--- src/design/asb_seq_pkg.sv ---
/*
  constants, transfer kinds and sequencer states for the bus-master transfer sequencer.
  assumes one bus clock shared with arbiter, decoder and slaves.
*/
// Contract
// - bus reset is active low and puts the bus outputs in a safe state.
// - granted default master in reset drives address-only, lock low, data floated; the code floats the control lines too (ctl_oe_n high in reset).
// - a non-default master in reset floats all its shared bus outputs.
// - after reset as default master keep address-only, lock low, data floated, no request.
// - then request; already granted, start strobed address-only cycle, then first fetch.
// - uncached load and fetch differ only in protection bit 0 (0 fetch, 1 data).
// - single and multiple loads, fetches and stores use word-aligned addresses.
// - uncached multiple load uses hint 00; more-words drops on the final word.
// - stores use hint 11 when buffered and 00 when unbuffered.
// - cached loads and fetches are eight-word linefills, hint 10, ascending from word 0.
// - dirty evictions cover first half, second half or whole line, ascending.
// - every eviction drives protection 11, privileged data.
// - half evictions use hint 01 at 0x00 or 0x10; whole line hint 10 from 0x00.
// - swap is one read then one write, lock asserted so the write is tied.
// - table walk is a privileged single read, hint 11, protection 10 fetch, 11 data.
// - in module test mode never master; answer only as slave when selected.
// - wrapper adds one cycle per unbuffered write and per swap read and write.
// - drain only empties the buffer; execution resumes before the last write ends.
// - never nonsequential; each access is address-only followed by sequential.
// - address strobe marks an address-only cycle followed by sequential if granted.
// - burst hint set with the strobe and held until the next transfer begins.
package asb_seq_pkg;
  localparam logic [1:0] TRAN_ADDR = 2'h0;
  localparam logic [1:0] TRAN_SEQ = 2'h3;
  localparam logic [1:0] BURST_NONE = 2'h0;
  localparam logic [1:0] BURST_4 = 2'h1;
  localparam logic [1:0] BURST_8 = 2'h2;
  localparam logic [1:0] BURST_UNDEF = 2'h3;
  localparam logic [1:0] PROT_EVICT = 2'h3;
  localparam logic [1:0] PROT_WALK_FETCH = 2'h2;
  localparam logic [1:0] PROT_WALK_DATA = 2'h3;
  localparam logic [1:0] SIZE_WORD = 2'h2;
  localparam logic [3:0] LINE_WORDS = 4'h8;
  localparam logic [3:0] HALF_WORDS = 4'h4;
  localparam logic [3:0] ONE_WORD = 4'h1;
  localparam logic [4:0] HALF_OFS = 5'h10;
  localparam logic [31:0] WORD_STEP = 32'h4;
  localparam int RESET_MIN_CYCLES = 5;

  typedef enum logic [3:0] {
    K_FETCH = 4'h0, K_LOAD = 4'h1, K_LOAD_MULTI = 4'h2, K_STORE_BUF = 4'h3,
    K_STORE_UNBUF = 4'h4, K_FILL_INSTR = 4'h5, K_FILL_DATA = 4'h6, K_EVICT_LO = 4'h7,
    K_EVICT_HI = 4'h8, K_EVICT_ALL = 4'h9, K_SWAP = 4'hA, K_WALK_FETCH = 4'hB,
    K_WALK_DATA = 4'hC
  } kind_t;

  typedef enum logic [2:0] {
    ST_IDLE = 3'b000,
    ST_REQ = 3'b001,
    ST_ADDR = 3'b010,
    ST_SEQ = 3'b011,
    ST_PEN = 3'b100
  } state_t;
endpackage : asb_seq_pkg

--- src/design/asb_master_seq.sv ---
/*
  bus-master transfer sequencer with slave-only test mode.
  assumes arbiter, decoder and slaves run on ref_clk; tristate pads outside resolve
  the *_oe_n enables (low = driving).
*/
module asb_master_seq (
  input wire logic ref_clk,
  input wire logic rst_n,
  input wire logic test_mode,
  input wire logic ahb_mode,
  input wire logic req_valid,
  input wire asb_seq_pkg::kind_t req_kind,
  input wire logic [31:0] req_addr,
  input wire logic [3:0] req_count,
  input wire logic req_priv,
  input wire logic [31:0] req_wdata,
  output logic req_ready,
  output logic wdata_pop,
  output logic [31:0] rdata,
  output logic rdata_valid,
  output logic xfer_done,
  output logic xfer_err,
  input wire logic drain_req,
  output logic drain_ack,
  output logic areq,
  input wire logic agnt,
  input wire logic dsel,
  output logic [1:0] btran,
  output logic [31:0] ba,
  output logic bwrite,
  output logic [1:0] bsize,
  output logic [1:0] bprot,
  output logic blok,
  output logic ctl_oe_n,
  output logic [31:0] bd_out,
  output logic bd_oe_n,
  input wire logic [31:0] bd_in,
  input wire logic [1:0] btran_in,
  input wire logic bwrite_in,
  input wire logic bwait,
  input wire logic blast,
  input wire logic berror,
  output logic bwait_out,
  output logic blast_out,
  output logic berror_out,
  output logic resp_oe_n,
  output logic address_strobe,
  output logic [1:0] burst,
  output logic more_words_pending
);
  import asb_seq_pkg::*;

  state_t state, next_state;
  kind_t kind, next_kind;
  logic [31:0] addr, next_addr;
  logic [3:0] beats, next_beats;
  logic wr_phase, next_wr_phase;
  logic wr, next_wr;
  logic [1:0] prot, next_prot;
  logic [1:0] hint, next_hint;
  logic lock, next_lock;
  logic [31:0] wdata, next_wdata;
  logic [31:0] rd, next_rd;
  logic rvalid, next_rvalid;
  logic done_p, next_done_p;
  logic err_p, next_err_p;
  logic pop_p, next_pop_p;
  logic drained, next_drained;
  logic [31:0] scratch, next_scratch;
  logic slave_rd, next_slave_rd;
  logic resp_done, resp_retry, resp_err, last_beat, pen_needed;

  // slave answer decode; wait holds everything
  assign resp_done = !bwait && !berror;
  assign resp_retry = !bwait && berror && blast;
  assign resp_err = !bwait && berror && !blast;
  assign last_beat = (beats == ONE_WORD);
  assign pen_needed = ahb_mode && (kind == K_SWAP || (wr && kind == K_STORE_UNBUF));

  // bus outputs from state and held transfer registers
  assign btran = (state == ST_SEQ) ? TRAN_SEQ : TRAN_ADDR;
  assign address_strobe = (state == ST_ADDR);
  assign areq = (state != ST_IDLE) && !test_mode;
  assign ba = addr;
  assign bwrite = wr;
  assign bsize = SIZE_WORD;
  assign bprot = prot;
  assign blok = lock && (state != ST_IDLE);
  assign burst = hint;
  assign more_words_pending = (state == ST_SEQ) && (kind == K_LOAD_MULTI) && !last_beat;
  // undriven when not granted so another default master can own the lines
  assign ctl_oe_n = !agnt || test_mode || !rst_n;
  assign bd_oe_n = !((state == ST_SEQ && wr && agnt && !test_mode) || slave_rd);
  assign bd_out = slave_rd ? scratch : wdata;
  assign rdata = rd;
  assign rdata_valid = rvalid;
  assign xfer_done = done_p;
  assign xfer_err = err_p;
  assign wdata_pop = pop_p;
  assign drain_ack = drained;
  assign req_ready = (state == ST_IDLE) && !test_mode;

  // slave answer: zero-wait done whenever selected in test mode
  assign resp_oe_n = !(test_mode && dsel);
  assign bwait_out = 1'b0;
  assign blast_out = 1'b0;
  assign berror_out = 1'b0;

  always_comb begin
    next_state = state;
    next_kind = kind;
    next_addr = addr;
    next_beats = beats;
    next_wr_phase = wr_phase;
    next_wr = wr;
    next_prot = prot;
    next_hint = hint;
    next_lock = lock;
    next_wdata = wdata;
    next_rd = rd;
    next_rvalid = 1'b0;
    next_done_p = 1'b0;
    next_err_p = 1'b0;
    next_pop_p = 1'b0;
    // buffered semantics: ack next cycle, the bus may still be busy
    next_drained = drain_req;
    next_scratch = scratch;
    next_slave_rd = 1'b0;
    if (test_mode && dsel && btran_in == TRAN_SEQ) begin
      if (bwrite_in) begin
        next_scratch = bd_in;
      end else begin
        next_slave_rd = 1'b1;
      end
    end
    unique case (state)
      ST_IDLE: begin
        if (req_valid && !test_mode) begin
          next_state = ST_REQ;
          next_kind = req_kind;
          next_addr = {req_addr[31:2], 2'h0};
          next_beats = ONE_WORD;
          next_wr_phase = 1'b0;
          next_lock = 1'b0;
          next_wr = 1'b0;
          next_prot = {req_priv, 1'b1};
          next_hint = BURST_NONE;
          unique case (req_kind)
            K_FETCH: next_prot = {req_priv, 1'b0};
            K_LOAD: next_prot = {req_priv, 1'b1};
            K_LOAD_MULTI: next_beats = req_count;
            K_STORE_BUF: begin
              next_wr = 1'b1;
              next_hint = BURST_UNDEF;
              next_beats = req_count;
            end
            K_STORE_UNBUF: begin
              next_wr = 1'b1;
              next_hint = BURST_NONE;
              next_beats = req_count;
            end
            K_FILL_INSTR, K_FILL_DATA: begin
              next_addr = {req_addr[31:5], 5'h00};
              next_beats = LINE_WORDS;
              next_hint = BURST_8;
              next_prot = {req_priv, (req_kind == K_FILL_DATA)};
            end
            K_EVICT_LO, K_EVICT_HI, K_EVICT_ALL: begin
              next_wr = 1'b1;
              next_prot = PROT_EVICT;
              next_addr = {req_addr[31:5], (req_kind == K_EVICT_HI) ? HALF_OFS : 5'h00};
              next_beats = (req_kind == K_EVICT_ALL) ? LINE_WORDS : HALF_WORDS;
              next_hint = (req_kind == K_EVICT_ALL) ? BURST_8 : BURST_4;
            end
            K_SWAP: next_lock = 1'b1;
            K_WALK_FETCH: begin
              next_hint = BURST_UNDEF;
              next_prot = PROT_WALK_FETCH;
            end
            K_WALK_DATA: begin
              next_hint = BURST_UNDEF;
              next_prot = PROT_WALK_DATA;
            end
            default: next_state = ST_IDLE;
          endcase
          if (next_beats == 4'h0) begin
            next_beats = ONE_WORD;
          end
        end
      end
      ST_REQ: begin
        if (test_mode) begin
          next_state = ST_IDLE;
        end else if (agnt) begin
          next_state = ST_ADDR;
        end
      end
      ST_ADDR: begin
        if (agnt) begin
          next_state = ST_SEQ;
          if (wr) begin
            next_wdata = req_wdata;
            next_pop_p = 1'b1;
          end
        end else begin
          next_state = ST_REQ;
        end
      end
      ST_SEQ: begin
        if (resp_retry) begin
          next_state = ST_REQ;
        end else if (resp_err) begin
          next_state = ST_IDLE;
          next_err_p = 1'b1;
        end else if (resp_done) begin
          if (!wr) begin
            next_rd = bd_in;
            next_rvalid = 1'b1;
          end
          if (!last_beat) begin
            next_beats = beats - ONE_WORD;
            next_addr = addr + WORD_STEP;
            if (wr) begin
              next_wdata = req_wdata;
              next_pop_p = 1'b1;
            end
          end else if (pen_needed) begin
            next_state = ST_PEN;
          end else if (kind == K_SWAP && !wr_phase) begin
            next_state = ST_ADDR;
            next_wr_phase = 1'b1;
            next_wr = 1'b1;
          end else begin
            next_state = ST_IDLE;
            next_done_p = 1'b1;
          end
        end
      end
      ST_PEN: begin
        if (kind == K_SWAP && !wr_phase) begin
          next_state = ST_ADDR;
          next_wr_phase = 1'b1;
          next_wr = 1'b1;
        end else begin
          next_state = ST_IDLE;
          next_done_p = 1'b1;
        end
      end
      default: next_state = ST_IDLE;
    endcase
  end

  // reset leaves the default-master safe state: address-only, lock low
  always_ff @(posedge ref_clk) begin
    if (!rst_n) begin
      state <= ST_IDLE;
      kind <= K_FETCH;
      addr <= 32'h0000_0000;
      beats <= 4'h1;
      wr_phase <= 1'b0;
      wr <= 1'b0;
      prot <= 2'h0;
      hint <= 2'h0;
      lock <= 1'b0;
      wdata <= 32'h0000_0000;
      rd <= 32'h0000_0000;
      rvalid <= 1'b0;
      done_p <= 1'b0;
      err_p <= 1'b0;
      pop_p <= 1'b0;
      drained <= 1'b0;
      scratch <= 32'h0000_0000;
      slave_rd <= 1'b0;
    end else begin
      state <= next_state;
      kind <= next_kind;
      addr <= next_addr;
      beats <= next_beats;
      wr_phase <= next_wr_phase;
      wr <= next_wr;
      prot <= next_prot;
      hint <= next_hint;
      lock <= next_lock;
      wdata <= next_wdata;
      rd <= next_rd;
      rvalid <= next_rvalid;
      done_p <= next_done_p;
      err_p <= next_err_p;
      pop_p <= next_pop_p;
      drained <= next_drained;
      scratch <= next_scratch;
      slave_rd <= next_slave_rd;
    end
  end
endmodule : asb_master_seq

--- config.mk ---
export PLATFORM = sky130hd
export DESIGN_NAME = asb_master_seq
export DESIGN_NICKNAME = d
export VERILOG_FILES = /design/src/design/asb_seq_pkg.sv /design/src/design/asb_master_seq.sv
export SDC_FILE = /design/constraint.sdc
export NUM_CORES = 1
export LEC_CHECK = 0
export BUFFER_PORTS_ARGS = -buffer_cell sky130_fd_sc_hd__clkbuf_2
export CAP_MARGIN = 20
export CORE_UTILIZATION = 51
export DETAILED_ROUTE_END_ITERATION = 8
export PLACE_DENSITY = 0.81
export REMOVE_ABC_BUFFERS = 1
export SYNTH_ARGS = -nofsm -noshare
export SYNTH_HDL_FRONTEND = slang
export SYNTH_SLANG_ARGS = --single-unit
--- constraint.sdc ---
create_clock -name ref_clk -period 2.2 [get_ports ref_clk]
set_input_delay 0.11 -clock ref_clk [delete_from_list [all_inputs] [get_ports ref_clk]]
set_output_delay 0.11 -clock ref_clk [all_outputs]
set_load 0.05 [all_outputs]
==> results.cfg, run 1 <==
[global_routing]
overflow = 0
grt_max_degree = 57
gr-usage-all-layers_pct = 31.1
antenna_found_initial = 0
grt_first_pass_wirelength_um = 36200
grt_pass1_vias = 7482

[status]
violations = setup timing
status = finished with violations

[synth]
yosysUniqueCellTypes = 77
synth_top_area_share_pct = 41.7
synth_seq_area_share_pct = 41.7
syn_avg_cell_area_sq_um = 8.24
yosys-top-cells-area = dfxtp_1, nand2_1, a21oi_1
yosys_warnings = 0
synth-async-reset-ratio_pct = 0
ys.flop_type = dfxtp_1
synth_edf_count = 0
ys_ff_latch = 150
syn_area_sq_um = 7200
synth_area_leader_cell = dfxtp_1
synthesis.instances = 874

[sta]
finalClockSkew_ns = 0.00755
timing.final.ws_setup_ns = -0.0149
finalSetupViolCount = 1
hold_viol_final = 0
min_period_over_period_pct = 101
max_slew.worst_pin.slew_ns = 0.512
maxSlewViolCount = 0
relSlewSlack_pct = 65.9
fmaxAchievable_mhz = 451
period_needed_ns = 2.21

[clock_network]
cts_max_path_buffers = 2
cts.sinks = 150
clk_latency_ns = 0.42
root_buffer = clkbuf_16
clk_pin_slew_ns = 0.06
numCtsBuffers = 17
htreeDepth = 4
cts_tree = yes

[finish]
drive_gt1_share_pct = 30.4
final_area_sq_um = 9910
n_fill_cell = 1014
area_growth_pct = 37.6
nets = 1279
fin_cells = 1348
antennaDiodeCount = 0

[pwr]
ir_drop_mv = 0.486
p_leak_uw = 0.00414
power.density_nw_per_um2 = 666

[placement]
place_area_sq_um = 8520
numPortBuffers = 230
gp_congestion = 0.906
post-dp-hpwl_um = 13600
place_inst = 1241

[die]
dieArea_sq_um = 14600
die_w_um = 121
num_rows = 43
core_area_sq_um = 13800
die_y_um = 121
start_util_pct = 52.1
io_pins = 240

[detailed_routing]
drc = 0
wl_per_cell_um = 18.0
via_count = 7921
dr.pass1.iters = 6
totalWireLength_um = 24200
dr.first_iter.drc_count = 818
ant_nets = 0
viasPerCell = 5.88

[worst_setup_path]
cp-end-kind = register
startpoint_type = register
critPathMaxFanout = 17
arrival_ns = 2.52
required_ns = 2.51
path_class = reg -> reg

[min_path]
hold_path_class = in -> reg

[flow_run]
maxCapViolations = 0
## flip-flops by register name (all words and copies together) (netlist names), 2 cells and up
register	flops
rdata	32
burst	2
bprot	2
ba	30
kind	4
beats	4
wdata	32
state	3
scratch	32
## report_power, final
| group | switching (uW) | internal (uW) | leakage, uW | total [uW] |
|---|---|---|---|---|
| Clock | 1170 | 1720 | 0.000274 | 2890 |
| Sequential | 72.6 | 2780 | 0.00122 | 2850 |
| Combinational | 525 | 333 | 0.00266 | 857 |
## Yosys cell counts (all sizes together) (2+ instances only)
cell type  count
a211oi        14
a21o           2
a21oi         97
a22oi          6
a311oi         6
a31oi         13
a32o           2
a41oi          2
and2          10
and3           9
and4           2
buf           28
clkbuf        47
conb           2
dfxtp        150
ha             3
inv            9
mux2          33
mux2i         32
nand2        178
nand2b         4
nand3         11
nand3b         6
nand4         11
nor2          70
nor2b         10
nor3           9
nor3b          6
nor4           6
o211ai         4
o21a           3
o21ai         37
o221a          6
o221ai         5
o22ai          6
o31ai          3
or2            4
or3            7
## through the flow
| step | TNS [ns] | utilization [%] | setup WS [ns] | hold WS [ns] | total power, uW |
|---|---|---|---|---|---|
| global route | -0.231 | 71.6 | -0.0844 | 0.0370 | 6810 |
| finish | -0.0149 | 71.6 | -0.0149 | 0.0138 | 6600 |
| detailed placement | 0 | 61.6 | 0.144 | 0.318 | 3640 |
| global placement | 0 | 61.6 | 0.233 | 0.306 | 3630 |
| floorplan | -159.49 | - | -3.74 | 0.188 | 3340 |
| CTS | 0 | 71.2 | 0.0603 | 0.00194 | 6580 |
## routing by layer
metal,GRT usage (%),up-vias,routed length (um)
li1,-,3637,-
met1,35.6,3765,9730
met2,53.9,462,11900
met3,8.63,57,2100
met4,13.3,0,540
met5,0,-,0
## path summary, 6_finish.rpt
path                      from   endpoint  slack [ns]  cells past startpoint
hold reg to reg           lock       lock        0.45                      2
setup / recovery      beats[1]  wdata[21]       -0.01                      9
hold / removal    req_addr[26]     ba[26]        0.01                      3
setup reg to reg      beats[1]  wdata[21]       -0.01                      9
## cell type report
cell class	instances	area (sq um)	area share, %
repair buffers	334	2210	22.3
multi-input cells	645	3860	38.9
clock buffers	19	453	4.57
clock inverters	11	126	1.28
inverters	9	35.0	0.354
flip-flops and latches	150	3000	30.3
well taps	180	225	2.27
## kinds of logic after synthesis
| family | share of synthesized area, % |
|---|---|
| adders and majority gates | 0.521 |
| other | 0.104 |
| muxes | 9.61 |
| buffers and inverters | 5.89 |
| and+or+nand+nor | 23.0 |
| AOI/OAI and AO/OA | 19.2 |
| DFF | 41.7 |
## layout by cell type (no fill, tap or decap), types with 6 or more instances in the layout
cell type and instances:
clkbuf_2 229, nand2_1 178, dfxtp_1 149, a21oi_1 97, dlygate4sd3_1 74, nor2_1 70, o21ai_0 36, mux2_2 33
mux2i_1 31, buf_4 24, clkbuf_16 18, a211oi_1 13, a31oi_1 12, nand3_1 11, nor2b_1 10, nand4_1 10
and2_1 8, and3_1 8, inv_1 7, nor3_1 7, conb_1 7, or3_1 6, a22oi_1 6, o22ai_1 6
a311oi_1 6, o221a_2 6
## what timing repair did
item | CTS | global route
buffers inserted | 0 | 2
cloned | 0 | 1
endpoints found under the setup margin | 2 | 16
endpoints found under the hold margin | 104 | 0
gates resized for setup | 1 | 7
hold buffers | 74 | 0
pin swaps | 0 | 2
## worst max-delay path: stages (launching register included)
cell,delay (ns)
dfxtp_1,0.30
inv_1,0.10
ha_1,0.17
or3b_4,0.42
a31oi_2,0.23
nor4bb_4,0.07
buf_4,0.14
clkbuf_16,0.19
mux2i_4,0.20
nor2_1,0.24
(Power assumes the default switching activity.)
==> run 2, diff against run 1 <==
--- a/config.mk
+++ b/config.mk
@@ -5,11 +5,12 @@
 export SDC_FILE = /design/constraint.sdc
 export NUM_CORES = 1
 export LEC_CHECK = 0
+export ABC_AREA = 1
 export BUFFER_PORTS_ARGS = -buffer_cell sky130_fd_sc_hd__clkbuf_2
 export CAP_MARGIN = 20
 export CORE_UTILIZATION = 51
 export DETAILED_ROUTE_END_ITERATION = 8
-export PLACE_DENSITY = 0.81
+export PLACE_DENSITY = 0.8
 export REMOVE_ABC_BUFFERS = 1
 export SYNTH_ARGS = -nofsm -noshare
 export SYNTH_HDL_FRONTEND = slang
==> run 2 against run 1 <==
  * Largest power group is now sequential cells
  * Wire length down 4.5%
  * The run now ends clean
  * Critical path depth down 5
  * Largest cell class unchanged
  * Die area up 1.5%
  * Highest routed layer unchanged
  * Critical path type is now reg -> out
==> results.cfg, run 2 <==
[finish]
antennaDiodeCount = 0
drive_gt1_share_pct = 21.8
final_common_cell = nor2_1
n_fill_cell = 1106
fin_util_pct = 70.3
nets = 1502
area_growth_pct = 34.1
mostFrequentLayoutCells = nor2_1, clkbuf_2, nand2_1

[die]
num_rows = 43
io_pins = 240
die_w_um = 122
core_area_sq_um = 13900
start_util_pct = 52.5
die_y_um = 122
dieArea_sq_um = 14800

[pwr]
p_leak_uw = 0.00440
power.density_nw_per_um2 = 705
ir_drop_mv = 0.530

[global_routing]
antenna_found_initial = 0
use_met1_pct = 37.2
gr-usage-met3_pct = 8.10
overflow = 0
use_met2_pct = 52.1
grt_pass1_vias = 7939
grt_max_degree = 71
top_usage_layer = met2
grt_first_pass_wirelength_um = 36600
gr-usage-all-layers_pct = 31.3

[worst_setup_path]
critPathMaxFanout = 22
r2r-start = state[2]
r2r_slack_ns = 0.22
path_class = reg -> out
r2r_cells = 8
crit_start = slave_rd
r2r-end = rdata[10]
startpoint_type = register
arrival_ns = 1.93
cp-end-kind = primary output
required_ns = 2.09

[clock_network]
clk_latency_ns = 0.43
cts_tree = yes
cts_setup_buffers = 0
cts.sinks = 150
root_buffer = clkbuf_16
cts_max_path_buffers = 2
clk_pin_slew_ns = 0.06
htreeDepth = 4
numCtsBuffers = 17

[sta]
period_needed_ns = 2.04
finalSetupViolCount = 0
fmaxAchievable_mhz = 489
hold_viol_final = 0
max_slew.worst_pin.slew_ns = 0.655
whs_ns = 0.0153
rsz0062_at_grt = no
maxSlewViolCount = 0
relSlewSlack_pct = 56.3
timing.final.ws_setup_ns = 0.156
min_period_over_period_pct = 92.9
finalClockSkew_ns = 0.0146

[placement]
numPortBuffers = 230
post-dp-hpwl_um = 14400
pre_cts_ws_ns = 0.289
gp_congestion = 0.940

[min_path]
holdPathStages = 3
hold_path_class = in -> reg
hold_path_end = slave_rd
worstHoldStart = btran_in[0]

[synth]
synth_area_leader_cell = dfxtp_1
yosys-top-cells-area = dfxtp_1, nor2_1, nand2_1
synth_top_area_share_pct = 41.1
synth-async-reset-ratio_pct = 0
ys_ff_latch = 150
syn_avg_cell_area_sq_um = 6.61
synth.most_common_cell = nor2_1
syn_area_sq_um = 7310
yosys_warnings = 0
synth_edf_count = 0
synth_seq_area_share_pct = 41.1
yosysUniqueCellTypes = 36
ys.flop_type = dfxtp_1
synthesis.instances = 1106
yosys-top-cells-count = nor2_1, nand2_1, dfxtp_1, o21ai_0, a21oi_1

[detailed_routing]
totalWireLength_um = 23200
wl_per_cell_um = 14.7
ant_nets = 0
viasPerCell = 5.35
dr.pass1.iters = 5
drc = 0
dr.first_iter.drc_count = 752
via_count = 8420

[status]
status = finished, final reports clean

[flow_run]
maxCapViolations = 0
run 2: area by class of cell:
class | count | area [sq um] | share of cell area (%)
flip-flops and latches | 150 | 3000 | 30.6
inverters | 84 | 320 | 3.27
multi-input cells | 812 | 3670 | 37.4
repair buffers | 315 | 2010 | 20.5
clock inverters | 14 | 135 | 1.38
well taps | 180 | 225 | 2.30
clock buffers | 18 | 439 | 4.48
run 2: cell families after synthesis:
logic type	Yosys count	share of synthesized area [%]
simple gates	529	29.8
compound gates	268	18.9
flops	150	41.1
buf+inv	149	9.04
xor+xnor	5	0.599
fa+ha+maj	3	0.514
other cells	2	0.103
run 2: layer usage:
metal / part of all wire [%] / wire length [um] / up-vias
met5: 0 / 0 / -
met4: 3.4 / 776 / 0
met3: 8.7 / 2020 / 66
met2: 47 / 11000 / 401
met1: 40 / 9380 / 3837
li1: - / - / 4116
run 2: what timing repair did:
| action | in CTS | in global routing |
|---|---|---|
| resized for setup | 0 | 1 |
| hold endpoints to repair | 104 | 0 |
| hold buffers | 72 | 0 |
| setup endpoints to repair | 0 | 1 |
run 2: worst max path at each step:
stage,endpoint,slack (ns),cells past startpoint
after global routing,rdata[10],0.06,8
final,bd_out[27],0.16,4
after CTS,bd_out[27],0.18,4
after global placement,ba[13],0.30,11
after detailed placement,ba[13],0.29,11
after floorplan,wdata[0],-0.80,7
run 2: report_power, final:
part	internal, uW	total (uW)	switching [uW]	leakage, uW
sequential	2820	2930	116	0.00122
combinational	378	1110	729	0.00289
clock	1620	2870	1260	0.000289
run 2: stage by stage:
| step | cells | setup TNS, ns | power [uW] | cell area [sq um] |
|---|---|---|---|---|
| 2_1_floorplan | 1046 | -43.74 | 3620 | 6990 |
| 3_3_place_gp | 1469 | 0 | 3960 | 8500 |
| 3_5_place_dp | 1469 | 0 | 3980 | 8500 |
| 4_1_cts | 1573 | 0 | 6910 | 9800 |
| 5_1_grt | 1573 | 0 | 7150 | 9800 |
| 6_report | 1573 | 0 | 6910 | 9800 |
run 2: worst max-delay path, cell delays in order (launching register included):
cell and delay [ns]:
dfxtp_2 0.64, buf_4 0.31, nand2_1 0.07, o21ai_0 0.13
clkbuf_2 0.35
